`src/rtl/lcd_pwm_defs.svh`:
```
// Constants for the display RAM and PWM data command decoder
//==============================================================
// Overview of operation
// - Static-mode output pin follows its stored level
// - Command 01100 loads static levels two to zero
// - Command 01101 loads static levels five to three
// - Command 10 loads segment column pointer
// - Segment pointer advances after each RAM byte that is stored
// - Pointer limit 39, 41 or 43 by multiplex
// - Out-of-range segment pointer blocks RAM writes
// - Command 01110 loads PWM channel pointer
// - Channel pointer above five blocks duty writes
// - RAM write stores full byte at pointer
// - RAM data only under register select 01
// - Duty write stores low seven bits
// - Duty data only under register select 10
// - Reset clears duty registers and both pointers
// - Reset leaves display RAM contents untouched
`ifndef LCD_PWM_DEFS_SVH
`define LCD_PWM_DEFS_SVH

//==============================================================
// Command codes, upper bits of a command byte
`define CMD_STAT_LO     5'h0c
`define CMD_STAT_HI     5'h0d
`define CMD_PWM_PTR     5'h0e
`define CMD_RAM_PTR     2'h2

// Register select field values
`define RS_COMMAND      2'h0
`define RS_RAM_DATA     2'h1
`define RS_DUTY_DATA    2'h2
`define RS_NONE         2'h3

// Multiplex modes and their last valid column
`define MUX_1_8         2'h0
`define MUX_1_6         2'h1
`define MUX_1_4         2'h2
`define COL_MAX_MUX8    6'h27
`define COL_MAX_MUX6    6'h29
`define COL_MAX_MUX4    6'h2b
`define CHAN_MAX        3'h5

// Sizes
`define RAM_WORDS       44
`define CHAN_NUM        6
`define DUTY_W          7
`define WORD_W          10
`define FIFO_DEPTH      4

// Reset values
`define COL_PTR_RST     6'h00
`define CHAN_PTR_RST    3'h0
`define STAT_RST        6'h00
`define DUTY_RST        7'h00

`endif

```
`src/rtl/lcd_pwm_pkg.sv`:
```
// Types shared by the command decoder files
`default_nettype none
package lcd_pwm_pkg;
`include "lcd_pwm_defs.svh"

    typedef enum logic [1:0]
    {
        SEL_COMMAND  = `RS_COMMAND,
        SEL_RAM      = `RS_RAM_DATA,
        SEL_DUTY     = `RS_DUTY_DATA,
        SEL_NONE     = `RS_NONE
    } reg_sel_e;

    typedef enum logic [1:0]
    {
        ST_FETCH = 2'b01,
        ST_EXEC  = 2'b10
    } dec_state_e;

endpackage
`default_nettype wire

```
`src/rtl/byte_fifo.sv`:
```
// Small valid/ready FIFO between link receiver and decoder
`timescale 1ns/1ps
`default_nettype none
module byte_fifo #(
    parameter int WIDTH = 10,
    parameter int DEPTH = 4
) (
    // Clock and reset
    input  wire logic             i_mclk,
    input  wire logic             i_rst_b,
    // Fill side
    input  wire logic             i_valid,
    input  wire logic [WIDTH-1:0] i_data,
    output logic                  o_ready,
    // Drain side
    output logic                  o_valid,
    output logic      [WIDTH-1:0] o_data,
    input  wire logic             i_ready
);
    localparam int AW = $clog2(DEPTH);

    logic [WIDTH-1:0] mem_q [DEPTH];
    logic [AW:0]      wr_q;
    logic [AW:0]      rd_q;
    logic             push;
    logic             pop;

    assign push    = i_valid && o_ready;
    assign pop     = o_valid && i_ready;
    assign o_ready = (wr_q[AW] == rd_q[AW]) || (wr_q[AW-1:0] != rd_q[AW-1:0]);
    assign o_valid = (wr_q != rd_q);
    assign o_data  = mem_q[rd_q[AW-1:0]];

    always_ff @(posedge i_mclk)
    begin
        if (push)
            mem_q[wr_q[AW-1:0]] <= i_data;
    end

    always_ff @(posedge i_mclk or negedge i_rst_b)
    begin
        if (!i_rst_b)
        begin
            wr_q <= '0;
            rd_q <= '0;
        end
        else
        begin
            if (push)
                wr_q <= wr_q + 1'b1;
            if (pop)
                rd_q <= rd_q + 1'b1;
        end
    end
endmodule
`default_nettype wire

```
`src/rtl/link_byte_rx.sv`:
```
// Serial link receiver: samples the link clock and packs bytes
`timescale 1ns/1ps
`default_nettype none
module link_byte_rx (
    // Clock and reset
    input  wire logic       i_mclk,
    input  wire logic       i_rst_b,
    // Link pins
    input  wire logic       i_link_clk,
    input  wire logic       i_link_en,
    input  wire logic       i_link_sd,
    input  wire logic [1:0] i_link_rs,
    // Byte output with register select on top
    output logic            o_valid,
    output logic      [9:0] o_word,
    input  wire logic       i_ready,
    output logic            o_overrun
);
    logic [4:0] s1_q;
    logic [4:0] s2_q;
    logic       clk_prev_q;
    logic [6:0] sh_q;
    logic [2:0] cnt_q;
    logic       rise;

    // Second stage is the only reader of the first
    always_ff @(posedge i_mclk or negedge i_rst_b)
    begin
        if (!i_rst_b)
        begin
            s1_q       <= 5'h00;
            s2_q       <= 5'h00;
            clk_prev_q <= 1'b0;
        end
        else
        begin
            s1_q       <= {i_link_clk, i_link_en, i_link_sd, i_link_rs};
            s2_q       <= s1_q;
            clk_prev_q <= s2_q[4];
        end
    end

    assign rise = s2_q[4] && !clk_prev_q && s2_q[3];

    always_ff @(posedge i_mclk or negedge i_rst_b)
    begin
        if (!i_rst_b)
        begin
            sh_q      <= 7'h00;
            cnt_q     <= 3'h0;
            o_valid   <= 1'b0;
            o_word    <= 10'h000;
            o_overrun <= 1'b0;
        end
        else
        begin
            if (o_valid && i_ready)
                o_valid <= 1'b0;
            if (!s2_q[3])
                cnt_q <= 3'h0;
            else if (rise)
            begin
                sh_q  <= {sh_q[5:0], s2_q[2]};
                cnt_q <= cnt_q + 3'h1;
                if (cnt_q == 3'h7)
                begin
                    // A full FIFO cannot hold the link off; flag the loss
                    o_word  <= {s2_q[1:0], sh_q, s2_q[2]};
                    o_valid <= 1'b1;
                    if (o_valid && !i_ready)
                        o_overrun <= 1'b1;
                end
            end
        end
    end
endmodule
`default_nettype wire

```
`src/rtl/lcd_pwm_cmd_decoder.sv`:
```
// Data-path command decoder: static levels, pointers, RAM and duty writes
`timescale 1ns/1ps
`default_nettype none
`include "lcd_pwm_defs.svh"
module lcd_pwm_cmd_decoder (
    // Clock and reset
    input  wire logic        i_mclk,
    input  wire logic        i_rst_b,
    // Serial link from the host front end
    input  wire logic        i_link_clk,
    input  wire logic        i_link_en,
    input  wire logic        i_link_sd,
    input  wire logic [1:0]  i_link_rs,
    // Configuration from other command logic
    input  wire logic [1:0]  i_mux_mode,
    input  wire logic [5:0]  i_gpo_static,
    input  wire logic [5:0]  i_pwm_wave,
    // Display RAM read port for the waveform side
    input  wire logic [5:0]  i_ram_rd_addr,
    output logic      [7:0]  o_ram_rd_data,
    // State outputs
    output logic      [5:0]  o_led_output_pin,
    output logic      [41:0] o_duty_level,
    output logic      [5:0]  o_seg_col_ptr,
    output logic      [2:0]  o_pwm_ch_ptr,
    output logic             o_link_overrun
);
    //==============================================================
    // Link receiver and FIFO
    logic                      rx_valid;
    logic [`WORD_W-1:0]        rx_word;
    logic                      rx_ready;
    logic                      ff_valid;
    logic [`WORD_W-1:0]        ff_word;
    logic                      ff_ready;

    link_byte_rx u_rx (
        .i_mclk     (i_mclk),
        .i_rst_b    (i_rst_b),
        .i_link_clk (i_link_clk),
        .i_link_en  (i_link_en),
        .i_link_sd  (i_link_sd),
        .i_link_rs  (i_link_rs),
        .o_valid    (rx_valid),
        .o_word     (rx_word),
        .i_ready    (rx_ready),
        .o_overrun  (o_link_overrun)
    );

    byte_fifo #(
        .WIDTH (`WORD_W),
        .DEPTH (`FIFO_DEPTH)
    ) u_fifo (
        .i_mclk  (i_mclk),
        .i_rst_b (i_rst_b),
        .i_valid (rx_valid),
        .i_data  (rx_word),
        .o_ready (rx_ready),
        .o_valid (ff_valid),
        .o_data  (ff_word),
        .i_ready (ff_ready)
    );

    //==============================================================
    // Fetch/execute sequencer
    lcd_pwm_pkg::dec_state_e   state_q;
    lcd_pwm_pkg::reg_sel_e     sel_q;
    logic [7:0]                byte_q;

    // Each byte takes two cycles, so the FIFO really absorbs bursts
    assign ff_ready = (state_q == lcd_pwm_pkg::ST_FETCH);

    always_ff @(posedge i_mclk or negedge i_rst_b)
    begin
        if (!i_rst_b)
        begin
            state_q <= lcd_pwm_pkg::ST_FETCH;
            sel_q   <= lcd_pwm_pkg::SEL_COMMAND;
            byte_q  <= 8'h00;
        end
        else
        begin
            unique case (state_q)
                lcd_pwm_pkg::ST_FETCH:
                begin
                    if (ff_valid)
                    begin
                        sel_q   <= lcd_pwm_pkg::reg_sel_e'(ff_word[9:8]);
                        byte_q  <= ff_word[7:0];
                        state_q <= lcd_pwm_pkg::ST_EXEC;
                    end
                end
                lcd_pwm_pkg::ST_EXEC:
                begin
                    state_q <= lcd_pwm_pkg::ST_FETCH;
                end
                default:
                begin
                    state_q <= lcd_pwm_pkg::ST_FETCH;
                end
            endcase
        end
    end

    //==============================================================
    // Decode
    logic       exec;
    logic       is_cmd;
    logic       cmd_lo;
    logic       cmd_hi;
    logic       cmd_pp;
    logic       cmd_dp;
    logic [5:0] col_max;
    logic       col_ok;
    logic       chan_ok;
    logic       ram_wr;
    logic       duty_wr;

    assign exec   = (state_q == lcd_pwm_pkg::ST_EXEC);
    assign is_cmd = exec && (sel_q == lcd_pwm_pkg::SEL_COMMAND);
    assign cmd_lo = is_cmd && (byte_q[7:3] == `CMD_STAT_LO);
    assign cmd_hi = is_cmd && (byte_q[7:3] == `CMD_STAT_HI);
    assign cmd_pp = is_cmd && (byte_q[7:3] == `CMD_PWM_PTR);
    assign cmd_dp = is_cmd && (byte_q[7:6] == `CMD_RAM_PTR);

    // Limit tracks the live multiplex mode; code 3 uses the 1:8 limit
    always_comb
    begin
        unique case (i_mux_mode)
            `MUX_1_6: col_max = `COL_MAX_MUX6;
            `MUX_1_4: col_max = `COL_MAX_MUX4;
            default:  col_max = `COL_MAX_MUX8;
        endcase
    end

    assign col_ok  = (o_seg_col_ptr <= col_max);
    assign chan_ok = (o_pwm_ch_ptr <= `CHAN_MAX);
    assign ram_wr  = exec && (sel_q == lcd_pwm_pkg::SEL_RAM) && col_ok;
    assign duty_wr = exec && (sel_q == lcd_pwm_pkg::SEL_DUTY) && chan_ok;

    //==============================================================
    // Pointers
    always_ff @(posedge i_mclk or negedge i_rst_b)
    begin
        if (!i_rst_b)
            o_seg_col_ptr <= `COL_PTR_RST;
        else if (cmd_dp)
            o_seg_col_ptr <= byte_q[5:0];
        else if (ram_wr)
            o_seg_col_ptr <= o_seg_col_ptr + 6'h01;
    end

    always_ff @(posedge i_mclk or negedge i_rst_b)
    begin
        if (!i_rst_b)
            o_pwm_ch_ptr <= `CHAN_PTR_RST;
        else if (cmd_pp)
            o_pwm_ch_ptr <= byte_q[2:0];
    end

    //==============================================================
    // Static levels and output pins
    logic [5:0] stat_q;

    always_ff @(posedge i_mclk or negedge i_rst_b)
    begin
        if (!i_rst_b)
            stat_q <= `STAT_RST;
        else if (cmd_lo)
            stat_q[2:0] <= byte_q[2:0];
        else if (cmd_hi)
            stat_q[5:3] <= byte_q[2:0];
    end

    //==============================================================
    // Duty registers, one per channel
    logic [`DUTY_W-1:0] duty_q [`CHAN_NUM];

    genvar ch;
    generate
        for (ch = 0; ch < `CHAN_NUM; ch++)
        begin : g_chan
            always_ff @(posedge i_mclk or negedge i_rst_b)
            begin
                if (!i_rst_b)
                    duty_q[ch] <= `DUTY_RST;
                else if (duty_wr && (o_pwm_ch_ptr == 3'(ch)))
                    duty_q[ch] <= byte_q[6:0];
            end

            always_ff @(posedge i_mclk or negedge i_rst_b)
            begin
                if (!i_rst_b)
                    o_led_output_pin[ch] <= 1'b0;
                else if (i_gpo_static[ch])
                    o_led_output_pin[ch] <= stat_q[ch];
                else
                    o_led_output_pin[ch] <= i_pwm_wave[ch];
            end

            assign o_duty_level[ch*`DUTY_W +: `DUTY_W] = duty_q[ch];
        end
    endgenerate

    //==============================================================
    // Display RAM, deliberately without reset
    logic [7:0] ram_q [`RAM_WORDS];

    always_ff @(posedge i_mclk)
    begin
        if (ram_wr)
            ram_q[o_seg_col_ptr] <= byte_q;
    end

    always_ff @(posedge i_mclk or negedge i_rst_b)
    begin
        if (!i_rst_b)
            o_ram_rd_data <= 8'h00;
        else if (i_ram_rd_addr < 6'(`RAM_WORDS))
            o_ram_rd_data <= ram_q[i_ram_rd_addr];
        else
            o_ram_rd_data <= 8'h00;
    end

    logic [5:0] chk_addr_q;
    logic [7:0] chk_data_q;
    logic       chk_wr_q;

    always_ff @(posedge i_mclk or negedge i_rst_b)
    begin
        if (!i_rst_b)
        begin
            chk_addr_q <= 6'h00;
            chk_data_q <= 8'h00;
            chk_wr_q   <= 1'b0;
        end
        else
        begin
            chk_addr_q <= o_seg_col_ptr;
            chk_data_q <= byte_q;
            chk_wr_q   <= ram_wr;
        end
    end
endmodule
`default_nettype wire

```
`config.mk`:
```
export PLATFORM = sky130hd
export DESIGN_NAME = lcd_pwm_cmd_decoder
export DESIGN_NICKNAME = d
export VERILOG_FILES = /design/src/rtl/lcd_pwm_pkg.sv /design/src/rtl/byte_fifo.sv /design/src/rtl/link_byte_rx.sv /design/src/rtl/lcd_pwm_cmd_decoder.sv
export VERILOG_INCLUDE_DIRS = /design/src /design/src/rtl
export SDC_FILE = /design/constraint.sdc
export NUM_CORES = 1
export LEC_CHECK = 0
export BUFFER_PORTS_ARGS = -buffer_cell sky130_fd_sc_hd__buf_2
export CAP_MARGIN = 15
export CORE_MARGIN = 2
export CORE_UTILIZATION = 43
export DETAILED_ROUTE_END_ITERATION = 10
export SETUP_SLACK_MARGIN = 0.02
export SLEW_MARGIN = 20
export SYNTH_ARGS = -nofsm -noshare
export SYNTH_HDL_FRONTEND = slang
export SYNTH_SLANG_ARGS = --single-unit
```
`constraint.sdc`:
```
create_clock -name i_mclk -period 3.9 [get_ports i_mclk]
set_clock_uncertainty 0.2 [all_clocks]
set_input_delay 0.195 -clock i_mclk [delete_from_list [all_inputs] [get_ports i_mclk]]
set_output_delay 0.195 -clock i_mclk [all_outputs]
set_load 0.03 [all_outputs]
```
Yosys cells after proc, flatten, opt, wreduce, memory -nomap -nowiden

Memory sizes are Yosys's and may differ from the RTL's. A register that Yosys moved wholly into a read port is not among the register bits.
Cells that the tools add are included.

$add $sub $neg: 4
$lt $le $gt $ge: 3
Equality and inequality tests: 21
Mux-type cells: 22
Bitwise logic cells: 1
Reduce and logical (&&, ||, !) cells: 32

Operators by type and width:

| operator                                                        | count |
|---|---|
| 1-bit logical AND                                               | 20 |
| 5-bit by 4-bit == test with 1-bit output, second input constant | 3 |
| 1-bit 2-to-1 mux                                                | 14 |
| 6-bit 2-to-1 mux                                                | 2 |
| 3-bit by 1-bit adder with 3-bit output, second input constant   | 3 |
| 3-bit == test, second input constant                            | 3 |
| 2-bit == test, second input constant                            | 4 |
| 8-bit 2-to-1 mux                                                | 1 |
| 4-bit case mux with 2 select lines                              | 1 |
| 6-bit by 1-bit adder with 6-bit output, second input constant   | 1 |
| 2-bit by 1-bit == test with 1-bit output, second input constant | 3 |
| 3-bit by 2-bit == test with 1-bit output, second input constant | 2 |
| 6-bit <= comparator                                             | 1 |
| 6-bit less-than comparator, second input constant               | 1 |
| 3-bit 2-to-1 mux                                                | 2 |
| 2-bit AND reduction                                             | 3 |
| 2-bit 2-to-1 mux                                                | 2 |
| 4-bit AND reduction                                             | 1 |
| 3-bit by 1-bit == test with 1-bit output, second input constant | 1 |
| 3-bit <= comparator, second input constant                      | 1 |
| 1-bit zero test                                                 | 3 |
| 3-bit zero test                                                 | 1 |
| 3-bit inequality test                                           | 1 |
| 3-bit AND reduction                                             | 1 |
| 8 further kinds                                                 | 8 |

Register bits after elaboration: 112
Memory bits (writable): 392
Bits of input ports: 27
Output and inout port bits: 66
Word-level logic and storage cells: 113
Memories: 2

Memory list:

| name         | words | bits a word | rd ports | clocked after Yosys merged registers in | write ports | RTL line                   | RTL |
|---|---|---|---|---|---|---|---|
| ram_q        | 44    | 8           | 1        | 0                                       | 1           | lcd_pwm_cmd_decoder.sv:207 | `` logic [7:0] ram_q [`RAM_WORDS]; `` |
| u_fifo.mem_q | 4     | 10          | 1        | 1                                       | 1           | byte_fifo.sv:22            | `logic [WIDTH-1:0] mem_q [DEPTH];` |

Longest topological paths before layout

Gate-level depths: netlist of run 1.

Depth in word-level cells: 7
Depth in mapped cells: 11
Mapped depth without buffers: 9

Cells and area by module

A second synthesis of run 1 with hierarchy kept.

Cell total of the unflattened synthesis: 1056
Area total of the unflattened synthesis: 20144.3 µm²

Modules (own cells, without submodules):

| module              | instances | cells each | area each (µm²) | seq. area each (µm²) |
|---|---|---|---|---|
| lcd_pwm_cmd_decoder | 1         | 893        | 17051.4         | 12648.4 |
| byte_fifo           | 1         | 98         | 1915.6          | 1351.3 |
| link_byte_rx        | 1         | 65         | 1177.4          | 825.8 |

Least setup slack after synthesis of run 1

No wires, ideal clock.

Kind: reg2reg
Start: reg o_seg_col_ptr[2]
End: mem ram_q[12][0] (enable)
Library setup time: 370 ps
Data arrival time: 2525 ps
Required time: 3330 ps
Setup slack: 805 ps
Cell stages (with the launch flop): 8
Buffers on the path: 1
Clock period less this slack: 3095 ps
Cell sequence: dfrtp_1 ha_1 a21o_1 a211oi_1 o211ai_2 buf_6 or4b_4 nor2_1

Word-level cells in the longest chain between the ends: 4

RTL lines:

| item                                   | RTL line                   | RTL |
|---|---|---|
| from (decl)                            | lcd_pwm_cmd_decoder.sv:24  | `output logic [5:0] o_seg_col_ptr,` |
| from (signal assigned)                 | lcd_pwm_cmd_decoder.sv:146 | `` o_seg_col_ptr <= `COL_PTR_RST; `` |
| from (signal assigned)                 | lcd_pwm_cmd_decoder.sv:148 | `o_seg_col_ptr <= byte_q[5:0];` |
| from (signal assigned)                 | lcd_pwm_cmd_decoder.sv:150 | `o_seg_col_ptr <= o_seg_col_ptr + 6'h01;` |
| 6-bit <= comparator                    | lcd_pwm_cmd_decoder.sv:136 | `assign col_ok = (o_seg_col_ptr <= col_max);` |
| 1-bit logical AND                      | lcd_pwm_cmd_decoder.sv:138 | `assign ram_wr = exec && (sel_q == lcd_pwm_pkg::SEL_RAM) && col_ok;` |
| 1-bit 2-to-1 mux                       | lcd_pwm_cmd_decoder.sv:211 | `if (ram_wr)` |
| 1-bit 2-to-1 mux (not written as such) | lcd_pwm_cmd_decoder.sv:212 | `ram_q[o_seg_col_ptr] <= byte_q;` |
| to (decl)                              | lcd_pwm_cmd_decoder.sv:207 |  |

Parallel ways exist; a longest one is shown, timed or not.

Worst setup path in the final report of run 1

Start: reg o_seg_col_ptr[2]
End: mem ram_q[40][1] (enable)

The elaborated chain is that of the path after synthesis.

==> metrics.yaml, run 1 <==
final_layout:
  layout-drive-gt1-share: 0.3488
  layout.nets: 1243
  area_growth_pct: 17.39
  fin_cells: 1854
  final_cell_mix: "edfxtp_1 (392), dfrtp_1 (114), buf_2 (89), mux2_2 (88), mux4_2 (86)"
  antennaDiodeCount: 0
  layout_commonest_cell: "edfxtp_1"
synthesis:
  syn_nets: 1063
  synth-edff-count: 392
  synthDistinctLibCells: 62
  seq_area_frac_synth: 0.7404
  yosysWarnings: 0
  syn_inst: 1024
  ys_ff_latch: 514
  syn_avg_cell_area_um2: 19.55
  ys.flop_type: "edfxtp_1"
  async_reset_ff_frac: 0.2374
  synth_area_mm2: 0.02002
worst_setup_path:
  crit_path_end_kind: "flop"
  cp_slowest_cell: "or4_1"
  cpMostUsedCell: "buf_4"
  ff2ff_setup_slack_ns: 0.51
  worst-path-max-fanout: 13
  cp_cell_sequence: "ha_1, a21o_1, a211oi_1, o211ai_2, or4_1, buf_4, nor2_1, buf_4"
  reg2reg_from: "o_seg_col_ptr[2]$_DFFE_PN0P_"
  reg2reg_depth: 8
  path_class: "flop to flop"
  worstPathRequired_ns: 4.01
  slowest_delay_ns: 0.65
  timing.critical_path.arrival_ns: 3.50
  reg2reg_to: "ram_q[40][1]$_DFFE_PP_"
  critPathLaunchType: "flop"
power_and_ir_drop:
  leakagePower_nw: 8.597
  powerDensity_mw_per_mm2: 610.8
  ir_drop_mv: 0.3923
timing:
  drv_slew: 0
  period_share: 0.8682
  rsz0062_at_grt: "no"
  min_period_ns: 3.386
  tns_ns: 0
  fin_ws_ns: 0.5139
  tightest_slew_ns: 0.9341
  final-setup-viol-count: 0
  max_freq_ghz: 0.2953
  hold_violations: 0
  timing.slew.headroom: 0.3773
  hold-worst-slack_ns: 0.04189
worst_hold_path:
  hold_start: "i_link_rs[1]"
  whs_path_depth: 2
  hp-class: "primary input to flop"
  min_to: "u_rx.s1_q[1]$_DFF_PN0_"
route:
  wl_mm: 45.41
  routed-via-count: 10190
  drt_iter0_drc: 813
  drc: 0
  via_per_inst: 5.496
  avgRoutedWirePerCell_um: 24.50
  postRouteAntennaNets: 0
  first_pass_iters: 5
floorplan:
  dieArea_mm2: 0.04831
  core_area_mm2: 0.04626
  io_pins: 93
  die_y_um: 219.8
  die_x_um: 219.8
  start_util: 0.4328
  num_rows: 79
global_route:
  overflow: 0
  antenna_found_initial: 1
  grt_max_degree: 93
  grt_pass1_vias: 10451
  grt_pass1_wl_mm: 67.79
  grt_usage: 0.1929
clock_network:
  clock_path_buffers: 3
  path_clk_slew_ns: 0.06
  clockRootBuffer: "clkbuf_16"
  clock_latency_ns: 0.59
  cts_tree: "yes"
  h-tree-depth: 2
  cts_sinks: 514
  postCtsResizedCells: 0
  post_cts_buffers: 0
  hold_buffers: 20
  cts_made_buffers: 52
job:
  maxCapViolations: 0
placement:
  io_buffers: 92
  dp_cells: 1737
  place_hpwl_mm: 28.48
  place_congestion: 0.8308
  place_ws_ns: 0.4190
status:
  status: "complete, no violations"
[state kept, by name, indices dropped and copies added (netlist names)]
register	cells
u_rx.o_valid	1
byte_q	8
u_rx.sh_q	7
o_led_output_pin	6
u_rx.cnt_q	3
u_rx.s2_q	5
u_rx.clk_prev_q	1
stat_q	6
o_seg_col_ptr	6
sel_q	2
o_ram_rd_data	8
o_duty_level	42
u_rx.o_word	10
o_pwm_ch_ptr	3
u_rx.o_overrun	1
state_q	2
u_fifo.rd_q	3
u_rx.s1_q	5
ram_q	352
u_fifo.wr_q	3
u_fifo.mem_q	40
[how the worst max path moves through the flow]
stage	from	end
2_1_floorplan	o_seg_col_ptr[2]$_DFFE_PN0P_	ram_q[12][0]$_DFFE_PP_
3_3_place_gp	i_mux_mode[1]	ram_q[32][4]$_DFFE_PP_
3_5_place_dp	i_mux_mode[1]	ram_q[40][5]$_DFFE_PP_
4_1_cts	o_seg_col_ptr[2]$_DFFE_PN0P_	ram_q[40][4]$_DFFE_PP_
5_1_grt	o_seg_col_ptr[2]$_DFFE_PN0P_	ram_q[40][0]$_DFFE_PP_
6_report	o_seg_col_ptr[2]$_DFFE_PN0P_	ram_q[40][1]$_DFFE_PP_
[metrics by stage]
step | area (um2) | power (W) | util
6_report | 23510 | 0.01436 | 0.5081
5_1_grt | 23510 | 0.01491 | 0.5081
4_1_cts | 23510 | 0.01450 | 0.5081
3_5_place_dp | 21530 | 0.009350 | 0.4653
3_3_place_gp | 21530 | 0.009312 | 0.4653
2_1_floorplan | 20020 | 0.008269 | -
[critical path: cells and delay by family (launching register included)]
| family | cells | cell delay [ns] |
|---|---|---|
| AO/OA/AOI/OAI | 3 | 0.84 |
| AND/OR/NAND/NOR | 2 | 0.79 |
| flip-flops | 1 | 0.50 |
| buffers and inverters | 2 | 0.42 |
| adder cells (fa/ha/maj) | 1 | 0.36 |
[cells by family (layout without fill, tap and decap cells)]
| family | count (synthesis) | count (layout) | synth area share |
|---|---|---|---|
| AND/OR/NAND/NOR | 141 | 141 | 0.03781 |
| AO/OA/AOI/OAI | 68 | 68 | 0.02400 |
| multiplexers | 213 | 213 | 0.1698 |
| XOR/XNOR | 10 | 10 | 0.004374 |
| buffers and inverters | 66 | 289 | 0.01606 |
| flip-flops | 514 | 514 | 0.7404 |
| adder cells (fa/ha/maj) | 12 | 12 | 0.007498 |
[synth_stat cells, types with 8 or more instances]
master,count,area share
inv_1,10,0.0019
ha_1,12,0.0075
a22oi_1,11,0.0041
mux2i_1,33,0.016
o21ai_0,8,0.0020
mux2_2,88,0.049
a21oi_1,13,0.0032
clkbuf_1,31,0.0058
mux4_2,86,0.097
buf_2,10,0.0025
nand2_1,21,0.0039
nor2_1,59,0.011
edfxtp_1,392,0.59
nand3_1,8,0.0020
dfrtp_1,121,0.15
[per-layer routing]
layer	vias up	track usage	share of wire
li1	4432	-	-
met1	5319	0.2784	0.44
met2	353	0.2952	0.47
met3	84	0.04237	0.064
met4	2	0.05794	0.025
met5	-	0	0.00029
[cell type report]
type	count	area, um2
fillers	3721	22750
repair buffers	181	1215
clock inverters	29	326.6
well taps	607	759.5
inverters	11	41.29
multi-input cells	444	4876
flip-flops and latches	514	14830
clock buffers	68	1453
[report_power, final]
| part | total [W] | switching [W] | internal (W) |
|---|---|---|---|
| combinational | 0.00206 | 0.00142 | 0.000642 |
| sequential | 0.00716 | 0.000464 | 0.00669 |
| clock | 0.00514 | 0.00206 | 0.00308 |
Note: power is estimated with default switching activity, not from simulation.
==> run 2, diff against run 1 <==
--- a/config.mk
+++ b/config.mk
@@ -6,6 +6,7 @@
 export SDC_FILE = /design/constraint.sdc
 export NUM_CORES = 1
 export LEC_CHECK = 0
+export ABC_AREA = 1
 export BUFFER_PORTS_ARGS = -buffer_cell sky130_fd_sc_hd__buf_2
 export CAP_MARGIN = 15
 export CORE_MARGIN = 2
==> metrics.yaml, run 2 <==
status:
  status: "complete, no violations"
route:
  routed-via-count: 13609
  drc: 0
  postRouteAntennaNets: 0
  wl_mm: 51.71
  via_per_inst: 5.360
  avgRoutedWirePerCell_um: 20.37
  drt_iter0_drc: 1401
  first_pass_iters: 5
synthesis:
  syn_inst: 1793
  synth_common_cells: "edfxtp_1 (392), nand2_1 (349), nor2_1 (258)"
  synth-edff-count: 392
  async_reset_ff_frac: 0.2374
  yosysWarnings: 0
  netlist_top_cells_area: "edfxtp_1 (57%), dfrtp_1 (15%), nand2_1 (6.3%), o21ai_0 (5.1%), nor2_1 (4.7%)"
  synth_area_mm2: 0.02070
  synth_most_common_cell: "edfxtp_1"
  ys_ff_latch: 514
  synth_top_area_frac: 0.5686
  ys.flop_type: "edfxtp_1"
  yosysTopAreaCell: "edfxtp_1"
  syn_nets: 1832
  syn_avg_cell_area_um2: 11.55
  seq_area_frac_synth: 0.7161
  synthDistinctLibCells: 34
clock_network:
  cts_made_buffers: 50
  h-tree-depth: 2
  clock_path_buffers: 3
  cts_tree: "yes"
  clock_latency_ns: 0.59
  clockRootBuffer: "clkbuf_16"
  path_clk_slew_ns: 0.06
  cts_sinks: 514
worst_setup_path:
  critPathLaunchType: "flop"
  slowest_delay_ns: 0.66
  crit_path_end_kind: "flop"
  path_delay_family: "simple AND/OR/NAND/NOR gates"
  cpMostUsedCell: "a21oi_1"
  cp_cell_sequence: "ha_1, a21oi_1, a21oi_1, o22ai_1, nand2_1, inv_2, nand3_1, nor2_1"
  critPathBufInv: 1
  path_class: "flop to flop"
  worst-path-max-fanout: 11
  timing.critical_path.arrival_ns: 3.21
  cp_slowest_cell: "nor2_1"
  worstPathRequired_ns: 3.93
final_layout:
  largest_register_ffs: 352
  area_growth_pct: 12.93
  multi_input_area_mm2: 0.004987
  layout_commonest_cell: "edfxtp_1"
  fillers: 4204
  regArea_mm2: 0.01483
  layout.nets: 1924
  finalCoreUtilization: 0.4907
  fin_area_mm2: 0.02338
  final_cell_mix: "edfxtp_1 (392), nand2_1 (349), nor2_1 (258), o21ai_0 (209), nand3_1 (142)"
  layout-drive-gt1-share: 0.1050
  antennaDiodeCount: 0
  regMostFlops: "ram_q"
timing:
  tightest_slew_ns: 0.9263
  drv_slew: 0
  max_freq_ghz: 0.3144
  min_period_ns: 3.180
  rsz0062_at_grt: "no"
  timing.slew.headroom: 0.3824
  hold_violations: 0
  hold-worst-slack_ns: 0.04384
  period_share: 0.8155
  tns_ns: 0
  final-setup-viol-count: 0
job:
  maxCapViolations: 0
floorplan:
  dieArea_mm2: 0.04992
  io_pins: 93
  start_util: 0.4345
  core_area_mm2: 0.04765
  die_x_um: 223.4
  die_y_um: 223.4
  num_rows: 80
power_and_ir_drop:
  powerDensity_mw_per_mm2: 578.6
  ir_drop_mv: 0.5381
  leakagePower_nw: 8.971
placement:
  io_buffers: 92
  place_hpwl_mm: 31.43
  place_congestion: 0.8747
  place_area_mm2: 0.02161
global_route:
  overflow: 0
  grt_usage: 0.2104
  grt_pass1_wl_mm: 79.67
  grt_pass1_vias: 13422
  grt_max_degree: 186
  antenna_found_initial: 1
worst_hold_path:
  hp-class: "primary input to flop"
## run 2: changes by cell type after synthesis, moves of 18 or more
cell,before,now
o21ai_0,8,209
mux2i_1,33,0
o211ai_1,0,18
nand3_1,8,142
nand2_1,21,349
inv_1,10,88
o21ai_1,1,20
mux4_2,86,0
mux2_2,88,6
nor2_1,59,258
buf_2,10,31
## run 2: power breakdown
group          leakage [nW]  internal (W)  total [W]  switching, W
Sequential             5.13       0.00659    0.00674      0.000150
Clock                 0.769       0.00269    0.00466       0.00197
Combinational          3.07      0.000390    0.00213       0.00174
Total                  8.97       0.00967     0.0135       0.00386
## run 2: path summary, 6_finish.rpt
check | startpoint | to | slack, ns | cells after the start
setup / recovery | o_seg_col_ptr[3]$_DFFE_PN0P_ | ram_q[43][4]$_DFFE_PP_ | 0.72 | 8
hold reg to reg | u_rx.s1_q[4]$_DFF_PN0_ | u_rx.s2_q[4]$_DFF_PN0_ | 0.15 | 0
setup reg to reg | o_seg_col_ptr[3]$_DFFE_PN0P_ | ram_q[43][4]$_DFFE_PP_ | 0.72 | 8
max in group asynchronous | i_rst_b | u_rx.sh_q[0]$_DFFE_PN0P_ | 2.49 | 3
hold / removal | i_ram_rd_addr[4] | o_ram_rd_data[5]$_DFF_PN0_ | 0.04 | 6
min in group asynchronous | i_rst_b | o_duty_level[4]$_DFFE_PN0P_ | 0.09 | 2
## run 2: cell type report
class / instances / share of cell area
well taps: 615 / 0.03291
flip-flops and latches: 514 / 0.6343
inverters: 95 / 0.01536
clock buffers: 72 / 0.06005
clock inverters: 19 / 0.007225
multi-input cells: 1093 / 0.2133
repair buffers: 131 / 0.03687
## run 2: cell families (layout without fill, tap and decap cells)
family,after synthesis,in the layout,synth area share
AOI/OAI and AO/OA,298,298,0.07639
xor gates and xnor gates,8,8,0.003385
adders and majority gates,12,12,0.007252
buffers and inverters,186,317,0.04297
DFF,514,514,0.7161
muxes,6,6,0.003263
and+or+nand+nor,769,769,0.1506
## run 2: metrics by stage
stage,setup WS [ns],instances,total power [W]
after global placement,0.6557,2428,0.008982
after floorplan,1.442,1793,0.007932
after CTS,0.7369,2539,0.01365
final,0.7195,2539,0.01353
after detailed placement,0.6846,2428,0.008995
after global routing,0.5165,2539,0.01406
## run 2: worst register-to-register path, delay by kind of cell (launching register included)
kind,cells,cell delay (ns)
buffers and inverters,1,0.25
AOI/OAI and AO/OA,3,0.35
adders and majority gates,1,0.37
and+or+nand+nor,3,1.15
DFF,1,0.50
## run 2: what timing repair did
action	in CTS	in global routing
endpoints found under the hold margin	114	0
hold buffers	20	0
resized for setup	0	0
setup buffers	0	0
## run 2: metal layers
layer / up-vias / GRT usage / wire length (um)
met5: - / 0 / 13
met4: 2 / 0.05871 / 1217
met2: 544 / 0.3335 / 24070
met1: 6619 / 0.2879 / 21840
li1: 6356 / - / -
met3: 88 / 0.05558 / 4570
==> run 3, diff against run 2 <==
==> constraint.sdc (replaced) <==
create_clock -name i_mclk -period 3.2 [get_ports i_mclk]
set_clock_uncertainty 0.2 [all_clocks]
set_input_delay 0.16 -clock i_mclk [delete_from_list [all_inputs] [get_ports i_mclk]]
set_output_delay 0.16 -clock i_mclk [all_outputs]
set_load 0.03 [all_outputs]
==> metrics.yaml, run 3 (synthesized netlist as in run 2, its figures left out) <==
status:
  status: "complete, no violations"
route:
  drc: 0
  wl_mm: 53.69
  met1_length_mm: 22.93
  first_pass_iters: 5
  via_per_inst: 5.293
  avgRoutedWirePerCell_um: 20.54
  drt_iter0_drc: 1601
  top_layer_used: "met5"
  routed-via-count: 13835
  postRouteAntennaNets: 0
  wl_met2_mm: 25.21
  wl_met3_mm: 4.162
final_layout:
  layout.nets: 1993
  regMostFlops: "ram_q"
  largest_register_ffs: 352
  final_cell_mix: "edfxtp_1 (392), nand2_1 (349), nor2_1 (257), o21ai_0 (209), nand3_1 (142)"
  area_growth_pct: 16.47
  antennaDiodeCount: 0
  layout_commonest_cell: "edfxtp_1"
  fin_area_mm2: 0.02411
  layout-drive-gt1-share: 0.1381
  finalCoreUtilization: 0.5061
placement:
  io_buffers: 92
  place_congestion: 0.9280
  place_hpwl_mm: 33.13
  place_area_mm2: 0.02204
worst_setup_path:
  cp_slowest_cell: "dfrtp_1"
  path_class: "flop to flop"
  timing.critical_path.arrival_ns: 2.85
  reg2reg_depth: 9
  slowest_delay_ns: 0.45
  worst-path-max-fanout: 10
  cp_cell_sequence: "ha_1, nand3_1, nor2_1, o22ai_1, nand2_1, inv_2, nand3_1, nor2_1, buf_4"
  worstPathRequired_ns: 3.32
  critPathLaunchType: "flop"
  crit_path_end_kind: "flop"
floorplan:
  dieArea_mm2: 0.04992
  die_y_um: 223.4
  io_pins: 93
  num_rows: 80
  core_area_mm2: 0.04765
  die_x_um: 223.4
  start_util: 0.4345
worst_hold_path:
  hp-class: "flop to flop"
  whs_path_depth: 0
power_and_ir_drop:
  powerDensity_mw_per_mm2: 711.1
  ir_drop_mv: 0.5207
  leakagePower_nw: 9.406
  power_w: 0.01715
clock_network:
  clock_path_buffers: 3
  cts_sinks: 514
  h-tree-depth: 2
  cts_made_buffers: 53
  clock_latency_ns: 0.61
  path_clk_slew_ns: 0.06
  cts_tree: "yes"
  clockRootBuffer: "clkbuf_16"
timing:
  tightest_slew_ns: 0.8120
  tns_ns: 0
  max_freq_ghz: 0.3660
  timing.slew.headroom: 0.4581
  final-setup-viol-count: 0
  rsz0062_at_grt: "no"
  min_period_ns: 2.732
  hold-worst-slack_ns: 0.1473
  period_share: 0.8537
  hold_violations: 0
  drv_slew: 0
global_route:
  grt_pass1_vias: 13686
  grt_pass1_wl_mm: 81.51
  grt_max_degree: 156
  overflow: 0
  grt_usage: 0.2169
  antenna_found_initial: 1
job:
  maxCapViolations: 0
run 3: cell types whose count changed in the layout (fill, tap and decap cells not counted), moves of 4 or more:
cell	change
buf_4	+58
clkbuf_1	-4
clkbuf_16	+6
clkbuf_8	-6
clkinv_2	+5
clkinvlp_4	+4
dlygate4sd3_1	+7
run 3: per-layer routing:
metal  global-route usage  vias up
li1                     -     6513
met1               0.2958     6711
met3              0.04649      103
met2               0.3511      506
met5                    0        -
met4              0.06495        2
run 3: cell type report:
type	instances	area [um2]
clock buffers	68	1456
inverters	95	359.1
well taps	615	769.5
repair buffers	197	1395
multi-input cells	1093	4990
flip-flops and latches	514	14830
fillers	4196	23530
clock inverters	32	314.1
run 3: metrics by stage:
stage / std cells / worst slack [ns]
final: 2614 / 0.4681
after global placement: 2486 / 0.2986
after floorplan: 1793 / 0.7423
after CTS: 2614 / 0.4755
after detailed placement: 2486 / 0.2894
after global routing: 2614 / 0.2790
run 3: timing repair:
| item | 4_1_cts | 5_1_grt |
|---|---|---|
| setup endpoints to repair | 0 | 0 |
| hold buffers | 28 | 0 |
| setup buffers | 0 | 0 |
| hold endpoints to repair | 140 | 0 |
| resized for setup | 0 | 0 |
run 3: worst paths after layout:
path                                         startpoint                            to  slack, ns
min in group asynchronous                       i_rst_b  o_duty_level[26]$_DFFE_PN0P_       0.48
hold / removal                   u_rx.s1_q[4]$_DFF_PN0_        u_rx.s2_q[4]$_DFF_PN0_       0.15
hold reg to reg                  u_rx.s1_q[4]$_DFF_PN0_        u_rx.s2_q[4]$_DFF_PN0_       0.15
max in group asynchronous                       i_rst_b    o_ram_rd_data[1]$_DFF_PN0_       2.00
setup reg to reg           o_seg_col_ptr[2]$_DFFE_PN0P_        ram_q[21][4]$_DFFE_PP_       0.47
setup / recovery           o_seg_col_ptr[2]$_DFFE_PN0P_        ram_q[21][4]$_DFFE_PP_       0.47
run 3: worst max-delay path, delay by kind of cell (launching register included):
| kind | cells | cell delay [ns] |
|---|---|---|
| and+or+nand+nor | 5 | 0.89 |
| DFF | 1 | 0.45 |
| AOI/OAI and AO/OA | 1 | 0.13 |
| buffers and inverters | 2 | 0.45 |
| adders and majority gates | 1 | 0.32 |
run 3: power breakdown:
part           internal, W  total (W)  switching (W)
combinational     0.000535    0.00260        0.00206
sequential         0.00803    0.00832       0.000292
clock              0.00363    0.00623        0.00260
